$ cat src/common/rel_pkg.sv
// constants, types and helpers shared by the recoverable error logger
`default_nettype none

package rel_pkg;

	// ****************************************
	// sizes
	// ****************************************
	localparam int NCPU  = 4;                   // logical processors served
	localparam int NBANK = 4;                   // error banks
	localparam int REC_W = 58;                  // stored record width

	// ****************************************
	// register byte offsets
	// ****************************************
	localparam logic [7:0] OFF_VIEW      = 8'h00; // processor whose view is read
	localparam logic [7:0] OFF_SHARE     = 8'h04; // bank sharing masks
	localparam logic [7:0] OFF_GSTAT     = 8'h08; // global check status of view
	localparam logic [7:0] OFF_COUNT     = 8'h0c; // logged event counter
	localparam logic [7:0] OFF_BANK_BASE = 8'h40; // banks, 0x10 apart
	localparam logic [7:0] BANK_MASK     = 8'hc0; // selects the bank window
	localparam logic [1:0] W_STATUS      = 2'h0;  // bank_error_status word
	localparam logic [1:0] W_AUX         = 2'h1;  // bank_aux_info word
	localparam logic [1:0] W_LOC         = 2'h2;  // bank_fault_location word

	// ****************************************
	// reset values
	// ****************************************
	localparam logic [1:0]  VIEW_RST  = 2'h0;
	localparam logic [15:0] SHARE_RST = 16'hffff;

	// ****************************************
	// bank_error_status and global check status bit positions
	// ****************************************
	localparam int ST_VALID = 16;  // entry holds an error
	localparam int ST_LOST  = 17;  // a later error was lost
	localparam int ST_UC    = 18;  // uncorrected_flag
	localparam int ST_EN    = 19;  // reporting allowed
	localparam int ST_AUXV  = 20;  // aux_info_valid
	localparam int ST_LOCV  = 21;  // location_valid
	localparam int ST_PCC   = 22;  // context_corrupt_flag
	localparam int ST_S     = 23;  // recoverable signalling
	localparam int ST_AR    = 24;  // action_required_flag
	localparam int ST_OK    = 25;  // still treated as recoverable
	localparam int GS_RPV   = 0;   // restart_pointer_valid
	localparam int GS_EPV   = 1;   // error_pointer_valid
	localparam int GS_MCIP  = 2;   // check in progress

	// ****************************************
	// error code fields
	// ****************************************
	localparam logic       F_NORMAL   = 1'b0;    // bit 12, normal filtering
	localparam logic [2:0] MMM_SCRUB  = 3'b100;
	localparam logic [3:0] REQ_EVICT  = 4'b0111;
	localparam logic [3:0] REQ_DRD    = 4'b0011;
	localparam logic [3:0] REQ_IRD    = 4'b0101;
	localparam logic [1:0] TT_INSN    = 2'b00;
	localparam logic [1:0] TT_DATA    = 2'b01;
	localparam logic [1:0] TT_GEN     = 2'b10;
	localparam logic [1:0] LL_L0      = 2'b00;
	localparam logic [1:0] LL_L2      = 2'b10;
	localparam logic [2:0] MODE_PHYS  = 3'b010;  // physical address mode

	typedef enum logic [1:0] {
		KIND_SCRUB  = 2'h0,
		KIND_L3WB   = 2'h1,
		KIND_DLOAD  = 2'h2,
		KIND_IFETCH = 2'h3
	} rel_kind_t;

	typedef enum logic [2:0] {
		BS_IDLE = 3'b001,
		BS_BUSY = 3'b010,
		BS_ACK  = 3'b100
	} rel_bus_st_t;

	// cache hierarchy compound form
	function automatic logic [15:0] cache_code(input logic [3:0] rq, input logic [1:0] tt,
		input logic [1:0] ll);
		cache_code = {3'b000, F_NORMAL, 4'b0001, rq, tt, ll};
	endfunction

	// memory controller compound form
	function automatic logic [15:0] memctl_code(input logic [2:0] memory_txn_type, input logic [3:0] ch);
		memctl_code = {3'b000, F_NORMAL, 4'b0000, 1'b1, memory_txn_type, ch};
	endfunction

endpackage

`default_nettype wire

$ cat src/design/rel_code_gen.sv
// error code and class decode for one incoming error event
`default_nettype none

module rel_code_gen
	import rel_pkg::*;
(
	input  wire logic [1:0]  kind,        // error kind, rel_kind_t
	input  wire logic [3:0]  channel,     // channel_field for scrubbing
	output logic      [15:0] code,        // arch_error_code
	output logic             action_req   // action_required_flag
);

	// ****************************************
	// compound code selection
	// ****************************************
	// the low nibble passes through so a channel or the generic 1111 lands in 0xC0..0xCF
	assign code = (kind == KIND_SCRUB)  ? memctl_code(MMM_SCRUB, channel) :
	              (kind == KIND_L3WB)   ? cache_code(REQ_EVICT, TT_GEN, LL_L2) :
	              (kind == KIND_DLOAD)  ? cache_code(REQ_DRD, TT_DATA, LL_L0) :
	                                      cache_code(REQ_IRD, TT_INSN, LL_L0);

	// consumption errors require action, scrub and writeback do not
	assign action_req = (kind == KIND_DLOAD) || (kind == KIND_IFETCH);

endmodule // rel_code_gen

`default_nettype wire

$ cat src/design/rel_error_logger.sv
// recoverable machine error logger with avalon register access
// Behaviour
// - scrub error code 0xC0 plus channel nibble
// - writeback eviction error code is 0x17A
// - filtering bit 12 always logged zero
// - optional action flags set, action-required clear
// - required action flags set including action-required
// - data load error code is 0x134
// - instruction fetch error code is 0x150
// - every record carries aux and location valid
// - aux record holds physical mode and lsb
// - machine check pulses to every processor
// - only sharing processors see a bank entry
// - optional action: restart valid, error pointer clear
// - data load affected: restart clear, pointer set
// - fetch affected: both pointer flags clear
// - observers: restart valid set, pointer clear
// - the bank named by err_bank holds the record
// - invalid bank reads show no information
// - lost or corrupt entry is not recoverable
`default_nettype none

module rel_error_logger
	import rel_pkg::*;
(
	input  wire logic             mclk,                  // 50 MHz clock
	input  wire logic             sys_rst,               // async reset, high
	input  wire logic             err_valid,             // error event pulse
	input  wire logic [1:0]       err_kind,              // rel_kind_t
	input  wire logic [3:0]       err_channel,           // scrub channel or 1111
	input  wire logic [1:0]       err_bank,              // bank that logs it
	input  wire logic [1:0]       err_cpu,               // affected processor
	input  wire logic [31:0]      err_addr,              // faulting physical address
	input  wire logic [5:0]       err_addr_lsb,          // lowest valid address bit
	output logic      [NCPU-1:0]  machine_check_signal,  // broadcast pulse
	output logic      [NCPU-1:0]  restart_pointer_valid, // per processor
	output logic      [NCPU-1:0]  error_pointer_valid,   // per processor
	input  wire logic [7:0]       avs_address,           // byte address
	input  wire logic             avs_read,              // read request
	input  wire logic             avs_write,             // write request
	input  wire logic [31:0]      avs_writedata,         // write data
	output logic      [31:0]      avs_readdata,          // read data
	output logic                  avs_waitrequest        // stall
);

	// ****************************************
	// state
	// ****************************************
	rel_bus_st_t      st_ff, nxt_st;
	logic             wait_ff;
	logic [31:0]      rdata_ff;
	logic [1:0]       view_ff;
	logic [15:0]      share_ff;
	logic [15:0]      count_ff;
	logic [NBANK-1:0] valid_ff, nxt_valid;
	logic [NBANK-1:0] lost_ff, nxt_lost;
	logic [NCPU-1:0]  rpv_ff, nxt_rpv;
	logic [NCPU-1:0]  epv_ff, nxt_epv;
	logic [NCPU-1:0]  mcip_ff, nxt_mcip;
	logic [NCPU-1:0]  mce_ff;
	logic             snap_valid_ff;
	logic             snap_lost_ff;

	wire logic [15:0]      ev_code;
	wire logic             ev_ar;
	wire logic [REC_W-1:0] rec_rd;

	// ****************************************
	// event decode
	// ****************************************
	rel_code_gen u_code (
		.kind       (err_kind),
		.channel    (err_channel),
		.code       (ev_code),
		.action_req (ev_ar)
	);

	// ****************************************
	// register decode
	// ****************************************
	// a write lands only on the accept edge, when address and data are still held;
	// decoding at any other edge could act on a request the master is still setting up
	wire logic       acc_wr   = (st_ff == BS_ACK) && avs_write;
	wire logic       is_view  = (avs_address == OFF_VIEW);
	wire logic       is_share = (avs_address == OFF_SHARE);
	wire logic       is_gstat = (avs_address == OFF_GSTAT);
	wire logic       is_count = (avs_address == OFF_COUNT);
	wire logic       is_bank  = ((avs_address & BANK_MASK) == OFF_BANK_BASE);
	wire logic [1:0] rd_bank  = avs_address[5:4];
	wire logic [1:0] rd_word  = avs_address[3:2];
	wire logic [NBANK-1:0] ev_vec  = err_valid ? (4'h1 << err_bank) : 4'h0;
	wire logic [NBANK-1:0] clr_vec = (acc_wr && is_bank && rd_word == W_STATUS &&
		!avs_writedata[ST_VALID]) ? (4'h1 << rd_bank) : 4'h0;

	// a bank cleared in the same cycle counts as free, so the new error is kept
	wire logic fresh = err_valid && (!valid_ff[err_bank] || clr_vec[err_bank]);

	// ****************************************
	// record store
	// ****************************************
	// one row holds code, action flag, mode, lsb and address: never half written
	wire logic [REC_W-1:0] rec_wr = {ev_ar, MODE_PHYS, err_addr_lsb, err_addr, ev_code};
	rel_rec_mem u_mem (
		.mclk     (mclk),
		.sys_rst  (sys_rst),
		.we       (fresh),
		.waddr    (err_bank),
		.wdata    (rec_wr),
		.raddr    (rd_bank),
		.rdata_ff (rec_rd)
	);

	// ****************************************
	// bank valid and lost flags
	// ****************************************
	// an error into an occupied bank keeps the old record and marks it lost
	always_comb begin
		for (int i = 0; i < NBANK; i++) begin
			if (ev_vec[i]) begin
				nxt_valid[i] = 1'b1;
				nxt_lost[i]  = (lost_ff[i] | valid_ff[i]) & ~clr_vec[i];
			end else begin
				nxt_valid[i] = valid_ff[i] & ~clr_vec[i];
				nxt_lost[i]  = lost_ff[i] & ~clr_vec[i];
			end
		end
	end

	// ****************************************
	// global check status per processor
	// ****************************************
	// the set of check-in-progress wins over a software clear in the same cycle
	always_comb begin
		for (int i = 0; i < NCPU; i++) begin
			nxt_rpv[i]  = rpv_ff[i];
			nxt_epv[i]  = epv_ff[i];
			nxt_mcip[i] = mcip_ff[i];
			if (acc_wr && is_gstat && view_ff == 2'(i) && !avs_writedata[GS_MCIP]) begin
				nxt_mcip[i] = 1'b0;
			end
			if (err_valid) begin
				nxt_mcip[i] = 1'b1;
				if (ev_ar && err_cpu == 2'(i)) begin
					nxt_rpv[i] = 1'b0;
					nxt_epv[i] = (err_kind == KIND_DLOAD);
				end else begin
					nxt_rpv[i] = 1'b1;
					nxt_epv[i] = 1'b0;
				end
			end
		end
	end

	// ****************************************
	// read data compose
	// ****************************************
	// flags snapped on the same edge as the row, so a read never mixes two records
	wire logic vis_ok = share_ff[{rd_bank, view_ff}] && snap_valid_ff;
	wire logic rec_ar = rec_rd[REC_W-1];
	// only recoverable classes reach this logger, so the context is never corrupt
	wire logic ctx_corrupt = 1'b0;
	logic [31:0] stat_word;
	logic [31:0] gstat_word;

	// status word placed bit by bit at the named positions
	always_comb begin
		stat_word           = 32'h0000_0000;
		stat_word[15:0]     = rec_rd[15:0];
		stat_word[ST_VALID] = 1'b1;                          // gated by vis_ok
		stat_word[ST_LOST]  = snap_lost_ff;
		stat_word[ST_UC]    = 1'b1;
		stat_word[ST_EN]    = 1'b1;
		stat_word[ST_AUXV]  = 1'b1;
		stat_word[ST_LOCV]  = 1'b1;
		stat_word[ST_PCC]   = ctx_corrupt;
		stat_word[ST_S]     = 1'b1;
		stat_word[ST_AR]    = rec_ar;
		stat_word[ST_OK]    = ~(snap_lost_ff | ctx_corrupt);
	end

	wire logic [31:0] aux_word  = {23'h00_0000, rec_rd[REC_W-2:REC_W-4], rec_rd[REC_W-5:48]};
	wire logic [31:0] bank_word = !vis_ok ? 32'h0000_0000 :
	                              (rd_word == W_STATUS) ? stat_word :
	                              (rd_word == W_AUX)    ? aux_word :
	                              (rd_word == W_LOC)    ? rec_rd[47:16] : 32'h0000_0000;

	// global status of the processor chosen by the view register
	always_comb begin
		gstat_word          = 32'h0000_0000;
		gstat_word[GS_RPV]  = rpv_ff[view_ff];
		gstat_word[GS_EPV]  = epv_ff[view_ff];
		gstat_word[GS_MCIP] = mcip_ff[view_ff];
	end
	wire logic [31:0] rd_mux =
		is_view  ? {30'h0000_0000, view_ff} :
		is_share ? {16'h0000, share_ff} :
		is_gstat ? gstat_word :
		is_count ? {16'h0000, count_ff} :
		is_bank  ? bank_word : 32'h0000_0000;

	// ****************************************
	// bus handshake state
	// ****************************************
	// fixed three-edge answer covers the registered record read
	// the answer never depends on the address, so software sees one latency everywhere;
	// the price is two wait cycles even for the plain registers
	always_comb begin
		case (st_ff)
			BS_IDLE: nxt_st = (avs_read || avs_write) ? BS_BUSY : BS_IDLE;
			BS_BUSY: nxt_st = BS_ACK;
			BS_ACK:  nxt_st = BS_IDLE;
			default: nxt_st = BS_IDLE;
		endcase
	end

	always_ff @(posedge mclk or posedge sys_rst) begin
		if (sys_rst) begin
			st_ff    <= BS_IDLE;
			wait_ff  <= 1'b1;
			rdata_ff <= 32'h0000_0000;
		end else begin
			st_ff    <= nxt_st;
			wait_ff  <= (st_ff != BS_BUSY);
			rdata_ff <= (st_ff == BS_BUSY) ? rd_mux : rdata_ff;
		end
	end

	// ****************************************
	// software registers
	// ****************************************
	always_ff @(posedge mclk or posedge sys_rst) begin
		if (sys_rst) begin
			view_ff  <= VIEW_RST;
			share_ff <= SHARE_RST;
		end else if (acc_wr) begin
			view_ff  <= is_view ? avs_writedata[1:0] : view_ff;
			share_ff <= is_share ? avs_writedata[15:0] : share_ff;
		end
	end

	// ****************************************
	// error state
	// ****************************************
	// bank flags follow the next values built above
	always_ff @(posedge mclk or posedge sys_rst) begin
		if (sys_rst) begin
			valid_ff <= '0;
			lost_ff  <= '0;
		end else begin
			valid_ff <= nxt_valid;
			lost_ff  <= nxt_lost;
		end
	end

	// ****************************************
	// global check status registers
	// ****************************************
	// pointer flags hold until the next event, so a slow handler still reads them
	always_ff @(posedge mclk or posedge sys_rst) begin
		if (sys_rst) begin
			rpv_ff  <= '0;
			epv_ff  <= '0;
			mcip_ff <= '0;
		end else begin
			rpv_ff  <= nxt_rpv;
			epv_ff  <= nxt_epv;
			mcip_ff <= nxt_mcip;
		end
	end

	// ****************************************
	// check pulse and event count
	// ****************************************
	// back-to-back events merge into one longer pulse; the counter wraps silently
	always_ff @(posedge mclk or posedge sys_rst) begin
		if (sys_rst) begin
			mce_ff   <= '0;
			count_ff <= 16'h0000;
		end else begin
			mce_ff   <= {NCPU{err_valid}};
			count_ff <= count_ff + 16'(err_valid);
		end
	end

	// ****************************************
	// read snapshot
	// ****************************************
	// taken every edge so the flags match the record row read on the same edge
	always_ff @(posedge mclk or posedge sys_rst) begin
		if (sys_rst) begin
			snap_valid_ff <= 1'b0;
			snap_lost_ff  <= 1'b0;
		end else begin
			snap_valid_ff <= valid_ff[rd_bank];
			snap_lost_ff  <= lost_ff[rd_bank];
		end
	end

	// ****************************************
	// outputs
	// ****************************************
	assign machine_check_signal  = mce_ff;
	assign restart_pointer_valid = rpv_ff;
	assign error_pointer_valid   = epv_ff;
	assign avs_readdata          = rdata_ff;
	assign avs_waitrequest       = wait_ff;

endmodule // rel_error_logger

`default_nettype wire

$ cat src/design/rel_rec_mem.sv
// small record store for the error banks, registered read
`default_nettype none

module rel_rec_mem
	import rel_pkg::*;
(
	input  wire logic             mclk,      // clock
	input  wire logic             sys_rst,   // async reset, high
	input  wire logic             we,        // write whole record
	input  wire logic [1:0]       waddr,     // bank written
	input  wire logic [REC_W-1:0] wdata,     // record written
	input  wire logic [1:0]       raddr,     // bank read
	output logic      [REC_W-1:0] rdata_ff   // record read, one cycle late
);

	logic [REC_W-1:0] mem [NBANK];

	// one write of the full record keeps code, flags and address together
	always_ff @(posedge mclk) begin
		if (we) begin
			mem[waddr] <= wdata;
		end
	end

	// read-first: a same-edge write is seen on the next read
	always_ff @(posedge mclk or posedge sys_rst) begin
		if (sys_rst) begin
			rdata_ff <= '0;
		end else begin
			rdata_ff <= mem[raddr];
		end
	end

endmodule // rel_rec_mem

`default_nettype wire

$ cat config.mk
export PLATFORM = sky130hd
export DESIGN_NAME = rel_error_logger
export DESIGN_NICKNAME = d
export VERILOG_FILES = /design/src/common/rel_pkg.sv /design/src/design/rel_code_gen.sv /design/src/design/rel_error_logger.sv /design/src/design/rel_rec_mem.sv
export SDC_FILE = /design/constraint.sdc
export NUM_CORES = 1
export LEC_CHECK = 0
export BUFFER_PORTS_ARGS = -buffer_cell sky130_fd_sc_hd__buf_2
export CAP_MARGIN = 20
export CORE_ASPECT_RATIO = 1.2
export CORE_MARGIN = 2
export CORE_UTILIZATION = 45
export CTS_BUF_LIST = sky130_fd_sc_hd__clkbuf_2
export DETAILED_ROUTE_END_ITERATION = 8
export GPL_ROUTABILITY_DRIVEN = 0
export HOLD_SLACK_MARGIN = 0.15
export PLACE_DENSITY = 0.61
export SYNTH_ARGS = -nofsm -noshare
export SYNTH_HDL_FRONTEND = slang
export SYNTH_SLANG_ARGS = --single-unit
$ cat constraint.sdc
create_clock -name mclk -period 8.68 [get_ports mclk]
set_input_delay 0.434 -clock mclk [delete_from_list [all_inputs] [get_ports mclk]]
set_output_delay 0.434 -clock mclk [all_outputs]
set_load 0.1 [all_outputs]
==> results of run 1 <==
synthesized netlist by cell type, drive strengths merged (3+ instances only):
library cell / instances / share of area
nor2: 27 / 0.0079
nor4: 4 / 0.0020
a22o: 6 / 0.0041
and3: 4 / 0.0020
xnor2: 10 / 0.0068
buf: 18 / 0.0084
a221o: 4 / 0.0031
nand3: 15 / 0.0059
mux4: 53 / 0.093
o31ai: 4 / 0.0023
clkbuf: 25 / 0.0073
nand4: 3 / 0.0015
nor2b: 7 / 0.0034
a21o: 8 / 0.0047
a41oi: 5 / 0.0034
dfrtp: 123 / 0.24
o41ai: 12 / 0.0082
a21oi: 10 / 0.0039
inv: 21 / 0.0062
o21ai: 21 / 0.0082
nand2: 40 / 0.012
xor2: 6 / 0.0041
nor3: 12 / 0.0047
nand2b: 6 / 0.0029
or4: 3 / 0.0021
o221a: 3 / 0.0026
ha: 7 / 0.0068
mux2i: 28 / 0.022
edfxtp: 188 / 0.44
dfstp: 18 / 0.037
o21a: 3 / 0.0018
mux2: 20 / 0.018
state kept, by name, indices dropped and copies added (netlist names):
| name | flops |
|---|---|
| avs_readdata | 32 |
| valid_ff | 4 |
| restart_pointer_valid | 4 |
| mcip_ff | 4 |
| machine_check_signal | 1 |
| view_ff | 2 |
| u_mem.rdata_ff | 48 |
| st_ff | 3 |
| u_mem.mem | 188 |
| error_pointer_valid | 4 |
| snap_valid_ff | 1 |
| snap_lost_ff | 1 |
| count_ff | 16 |
| lost_ff | 4 |
| share_ff | 16 |
| avs_waitrequest | 1 |
cell usage in the layout, fill, tap and decap left out, types with 5 or more instances in the layout:
cell           instances
edfxtp_1             188
clkbuf_2             131
dfrtp_1              123
buf_2                121
dlygate4sd3_1         87
mux4_2                53
nand2_1               40
mux2i_1               28
nor2_1                25
inv_1                 18
mux2_1                18
dfstp_2               18
nand3_1               15
o21ai_0               15
clkinv_1              15
o41ai_1               12
buf_4                 12
nor3_1                11
xnor2_1               10
a21oi_1               10
a21o_1                 8
ha_1                   7
xor2_1                 6
o21ai_1                6
nand2b_1               6
nor2b_1                6
a22o_1                 6
a41oi_1                5
kinds of logic after synthesis:
group / count (synthesis) / synth area share
xor+xnor: 16 / 0.0110
buf+inv: 64 / 0.0219
fa+ha+maj: 7 / 0.00685
compound gates: 95 / 0.0561
mux: 101 / 0.133
other cells: 1 / 0.000293
flops: 329 / 0.719
simple gates: 133 / 0.0519
critical path, stage by stage:
cell           delay (ns)
dlygate4sd3_1        0.54
buf_2                0.33
or4b_1               0.58
dlygate4sd3_1        0.57
nor3_1               0.14
buf_4                0.19
a31oi_1              0.29
nor3_2               0.25
buf_4                0.62
worst min-delay path by stage:
stage | startpoint | slack (ns) | depth (start not counted) | endpoint
after floorplan | u_mem.rdata_ff[26] | 0.43 | 1 | avs_readdata[10]
after global placement | u_mem.rdata_ff[28] | 0.43 | 1 | avs_readdata[12]
after detailed placement | u_mem.rdata_ff[28] | 0.44 | 1 | avs_readdata[12]
after CTS | avs_writedata[13] | 0.17 | 3 | share_ff[13]
after global routing | avs_writedata[13] | 0.22 | 3 | share_ff[13]
final | sys_rst | 0.23 | 3 | restart_pointer_valid[0]
through the flow:
stage               cells  hold WS, ns  utilization  power, mW  area, um2
detailed placement   1215        0.439        0.494       2.38      13800
finish               1453        0.228        0.552       3.39      15400
floorplan             746        0.425            -       2.25      12800
CTS                  1451        0.169        0.552       3.44      15400
global placement     1215        0.431        0.494       2.37      13800
global route         1453        0.225        0.552       3.56      15400
per-layer routing:
| metal | share of wire | vias up | GRT usage |
|---|---|---|---|
| li1 | - | 3452 | - |
| met1 | 0.42 | 3810 | 0.252 |
| met2 | 0.51 | 223 | 0.313 |
| met3 | 0.055 | 39 | 0.0428 |
| met4 | 0.021 | 0 | 0.0808 |
| met5 | 0 | - | 0 |
area by class of cell:
cell class	count	area [um2]
diodes	2	5.00
clock inverters	18	95.1
clock buffers	131	656
repair buffers	220	1570
inverters	21	83.8
fillers	2334	12500
multi-input cells	353	3340
well taps	379	474
flip-flops and latches	329	9200
where the power goes:
part,internal (mW),total [mW],switching [mW]
sequential,1.73,1.78,0.0523
clock,0.423,1.02,0.597
combinational,0.155,0.594,0.438
what timing repair did:
item,in CTS,in global routing
hold buffers,87,0
buffers inserted,0,0
endpoints found under the hold margin,306,0
gates resized for setup,0,0
==> impl_results.md, run 1 <==
- Status: finished clean
- Setup ws final: 5.13 ns
- WP data required: 9.17 ns
- Max FO, Critical Path: between 40 and 50
- Inserted Clock Buffers: about 80
- Routed Antenna Nets: 0
- DRT Wirelength: 27.5 mm
- Vias in the first global route: 7,999
- Core area: about 0.028 mm2
- CTS H-Tree Depth: 3
- Die ar.: a little under 0.03 mm2
- Worst Max-Slew Pin Slew: approximately 0.91 ns
- Number of synthesized flops with an enable pin: approximately 190
- Leakage: 6.13 nW
- Initial core utilization: 0.458
- Reg2Reg Capture Point: avs_readdata[27]
- CP Launch Type: input port
- Clock skew: between 0.07 and 0.08 ns
- CP endpoint: u_mem.mem[2][16]
- PortBufs: about 120
- Synth unique cells: between 60 and 70
- Nets: 1,106
- Worst Setup SP: avs_address[2]
- Max-cap viol count: 0
- Maximum vdd ir drop: 0.000132 V
- Vias: 7,524
- Ys flop type: edfxtp_1
- CTS tree: yes
- Post-placement setup slack: slightly above 5 ns
- Wire length of the first global-routing pass: approximately 43 mm
- Final Cycle Share: 0.409
- Mapped Cells: 746
- Peak Freq: between 200 and 300 MHz
- Clock slew at reported path FFs: 0.10 ns
- Syn_area_per_cell: 17.1 um2
- Post-DP HPWL: around 16 mm
- Pin count of the biggest net entering global routing: 80
- RSZ-0062 raised after global routing: no
- Reg2reg path depth: 5
- Initial antenna violation count: 2
- Setup violators final: 0
- Worst R2R Setup Slack: 5.62 ns
- Worst Path Class, Setup: input port to flop
- R2r startpoint: view_ff[1]
- #FFs+latches synth: around 330
- Gr usage total: 0.193
- Seq/Total Area, Yosys: 0.719
- Slew margin rel.: 0.391
- Minimum clock period: 3.55 ns
- Pwr dens: approximately 220 mW/mm2
- Drt pass-1 iters: 7
- Drt via density: 5.18
- IO Pins: 138
- Post-route DRC: 0
- Mapped Area: 0.0128 mm2
- Clock latency on the worst-skew pair: 0.90 ns
- Die Y: ~190 um
- Hold Violations, Final: 0
- Buffer depth of the longest clock path: 3
- # rows: 67
- Setup TNS Final: 0 ns
- Ys async rst share: 0.429
- Grt total ovfl: 0
- CTS root buf: clkbuf_2
- WL per Instance: around 19 um
- Crit. End Element: flop
- Hold crit path type: input port to asynchronous set/reset pin
- Max Slew Vio Count: 0
- Post-synth net total: 846
- Violation count after the first detailed-routing iteration: 404
- CTS sink cnt: roughly 330
- Warnings, synthesis: 0
- Layout cell share with drive strength beyond 1: 0.327
- Area Overhead vs Synth: 20.5%
- Die X-Extent: around 160 um
- Worst Path Arrival: approximately 4.0 ns
(Power assumes the default switching activity.)
==> run 2, diff against run 1 <==
--- a/config.mk
+++ b/config.mk
@@ -5,6 +5,7 @@
 export SDC_FILE = /design/constraint.sdc
 export NUM_CORES = 1
 export LEC_CHECK = 0
+export ABC_AREA = 1
 export BUFFER_PORTS_ARGS = -buffer_cell sky130_fd_sc_hd__buf_2
 export CAP_MARGIN = 20
 export CORE_ASPECT_RATIO = 1.2
@@ -14,7 +15,7 @@
 export DETAILED_ROUTE_END_ITERATION = 8
 export GPL_ROUTABILITY_DRIVEN = 0
 export HOLD_SLACK_MARGIN = 0.15
-export PLACE_DENSITY = 0.61
+export PLACE_DENSITY = 0.63
 export SYNTH_ARGS = -nofsm -noshare
 export SYNTH_HDL_FRONTEND = slang
 export SYNTH_SLANG_ARGS = --single-unit
==> constraint.sdc (replaced) <==
create_clock -name mclk -period 3.2 [get_ports mclk]
set_input_delay 0.16 -clock mclk [delete_from_list [all_inputs] [get_ports mclk]]
set_output_delay 0.16 -clock mclk [all_outputs]
set_load 0.1 [all_outputs]
==> impl_results.md, run 2 <==
- CTS sink cnt: between 300 and 400
- Worst Path Class, Setup: input port to flop
- Slew margin rel.: 0.364
- Most frequent cell after synthesis: nand2_1
- Fill count: 2,368
- Final Cycle Share: 0.958
- Number of flip-flops under the largest register name: 188
- Largest Register: u_mem.mem
- Pwr dens: 576 mW/mm2
- Vias: 9,248
- Post-CTS sizing: 0
- Final std cells w/o fill: 1,861
- Post-route DRC: 0
- WP data required: around 4.0 ns
- Clock latency on the worst-skew pair: 0.90 ns
- Buffer depth of the longest clock path: 3
- Pin count of the biggest net entering global routing: 74
- Wire length of the first global-routing pass: 49.3 mm
- Mapped Area: 0.0128 mm2
- Placed Cells: 1,528
- Maximum vdd ir drop: about 0.00042 V
- #FFs+latches synth: 329
- Most frequent cells in the layout: nand2_1, edfxtp_1, dlygate4sd3_1, dfrtp_1, buf_2
- Drt via density: 4.97
- RSZ-0062 raised after global routing: no
- Syn_area_per_cell: 12.2 um2
- Nets: 1,512
- Max Slew Vio Count: 0
- WL per Instance: 16.9 um
- Area Overhead vs Synth: 28.8%
- Ys async rst share: 0.429
- Max FO, Critical Path: 26
- Hold Violations, Final: 0
- Largest area contributor in the netlist: edfxtp_1
- Postcts setup bufs: 0
- Ys flop type: edfxtp_1
- Warnings, synthesis: 0
- CTS H-Tree Depth: 3
- Die ar.: 0.0298 mm2
- Area contributors post-synth: edfxtp_1, dfrtp_1, nand2_1
- Grt total ovfl: 0
- Die X-Extent: around 160 um
- Routed Antenna Nets: 0
- CTS tree: yes
- Vias in the first global route: 9,633
- Initial core utilization: 0.457
- Worst Path Arrival: 3.88 ns
- CTS root buf: clkbuf_2
- Area after DPL: 0.0139 mm2
- Hold crit path type: input port to flop
- Worst Max-Slew Pin Slew: 0.954 ns
- Peak Freq: 326 MHz
- Crit. End Element: flop
- Leakage: roughly 7 nW
- Clock slew at reported path FFs: around 0.10 ns
- PortBufs: 122
- Layout cell share with drive strength beyond 1: 0.215
- Seq/Total Area, Yosys: 0.718
- Inserted Clock Buffers: 80
- IO Pins: 138
- Post-DP HPWL: 18.3 mm
- Reg2reg path depth: 8
- Final Total Pwr: roughly 9.5 mW
- Gr usage total: 0.216
- Hold buffer count at cts: 181
- Top-area cell type share of the netlist area: 0.441
- Number of synthesized flops with an enable pin: 188
- CP Launch Type: input port
- Clock skew: 0.0675 ns
- Worst hold path cell count: 5
- Drt pass-1 iters: 5
- Post-synth net total: 1,152
- Most common library cells after synthesis: nand2_1, edfxtp_1, dfrtp_1
- Mapped Cells: 1,052
- # rows: between 60 and 70
- Post-placement setup slack: 0.340 ns
- Initial antenna violation count: 3
- Setup ws final: 0.136 ns
- Max-cap viol count: 0
- Violation count after the first detailed-routing iteration: 636
- Minimum clock period: 3.06 ns
- Die Y: 189 um
- DRT Wirelength: 31.5 mm
- Synth unique cells: 47
- Most common cell after layout, fill and taps aside: nand2_1
- Core Util, Final: 0.589
- Setup violators final: 0
- Design area: 0.0165 mm2
- Status: finished clean
- Core area: about 0.028 mm2
-- run 2: cell count changes after synthesis, moves of 17 or more --
cell,previous run,this run
a22oi_1,0,79
inv_1,19,76
mux2_1,18,1
mux2i_1,28,0
mux4_2,53,0
nand2_1,40,281
nand3_1,15,47
nor2_1,27,46
-- run 2: final timing paths --
path / end / start / slack [ns]
worst max-delay path: share_ff[12] / avs_address[0] / 0.14
worst min-delay path: error_pointer_valid[1] / err_cpu[1] / 0.29
worst max register to register: u_mem.mem[2][36] / st_ff[1] / 0.31
worst min register to register: st_ff[1] / st_ff[1] / 0.45
max in group asynchronous: u_mem.rdata_ff[29] / sys_rst / 1.82
min in group asynchronous: avs_readdata[5] / sys_rst / 0.70
-- run 2: logic make-up after synthesis --
kind of cell	after synthesis	share of synthesized area
and+or+nand+nor	414	0.138
DFF	329	0.718
AOI/OAI and AO/OA	158	0.0820
buffers and inverters	123	0.0395
xor gates and xnor gates	14	0.00958
adders and majority gates	7	0.00684
muxes	6	0.00528
other	1	0.000293
-- run 2: report_power, final --
group	total, mW	internal [mW]	switching (mW)
clock	2.89	1.25	1.64
sequential	4.93	4.78	0.147
combinational	1.68	0.421	1.26
-- run 2: area by class of cell --
| cell class | count | area [um2] | share of cell area |
|---|---|---|---|
| Antenna cell | 2 | 5.00 | 0.000303 |
| Clock buffer | 120 | 601 | 0.0364 |
| Clock inverter | 30 | 198 | 0.0120 |
| Sequential cell | 329 | 9200 | 0.558 |
| Timing Repair Buffer | 320 | 2560 | 0.155 |
| Inverter | 81 | 309 | 0.0187 |
| Multi-Input combinational cell | 600 | 3150 | 0.191 |
| Tap cell | 379 | 474 | 0.0288 |
-- run 2: per-stage QoR --
stage / hold slack (ns) / TNS, ns
2_1_floorplan: 0.191 / -89.46
3_3_place_gp: 0.375 / 0
3_5_place_dp: 0.377 / 0
4_1_cts: 0.170 / 0
5_1_grt: 0.275 / 0
6_report: 0.287 / 0
-- run 2: routing by layer --
| metal | global-route usage | wire, um | vias up |
|---|---|---|---|
| met5 | 0 | 11 | - |
| met4 | 0.0835 | 725 | 2 |
| met3 | 0.0439 | 1870 | 62 |
| met2 | 0.378 | 16100 | 288 |
| met1 | 0.260 | 12800 | 4477 |
| li1 | - | - | 4419 |
-- run 2: worst max-delay path, cell delays in order --
cell	delay, ns
dlygate4sd3_1	0.54
buf_2	0.12
or2_2	0.25
dlygate4sd3_1	0.60
nor2_4	0.18
nand2_2	0.18
clkinv_2	0.20
nand2_4	0.22
nor2_1	0.21
dlygate4sd3_1	0.60
a21oi_1	0.04
dlygate4sd3_1	0.57
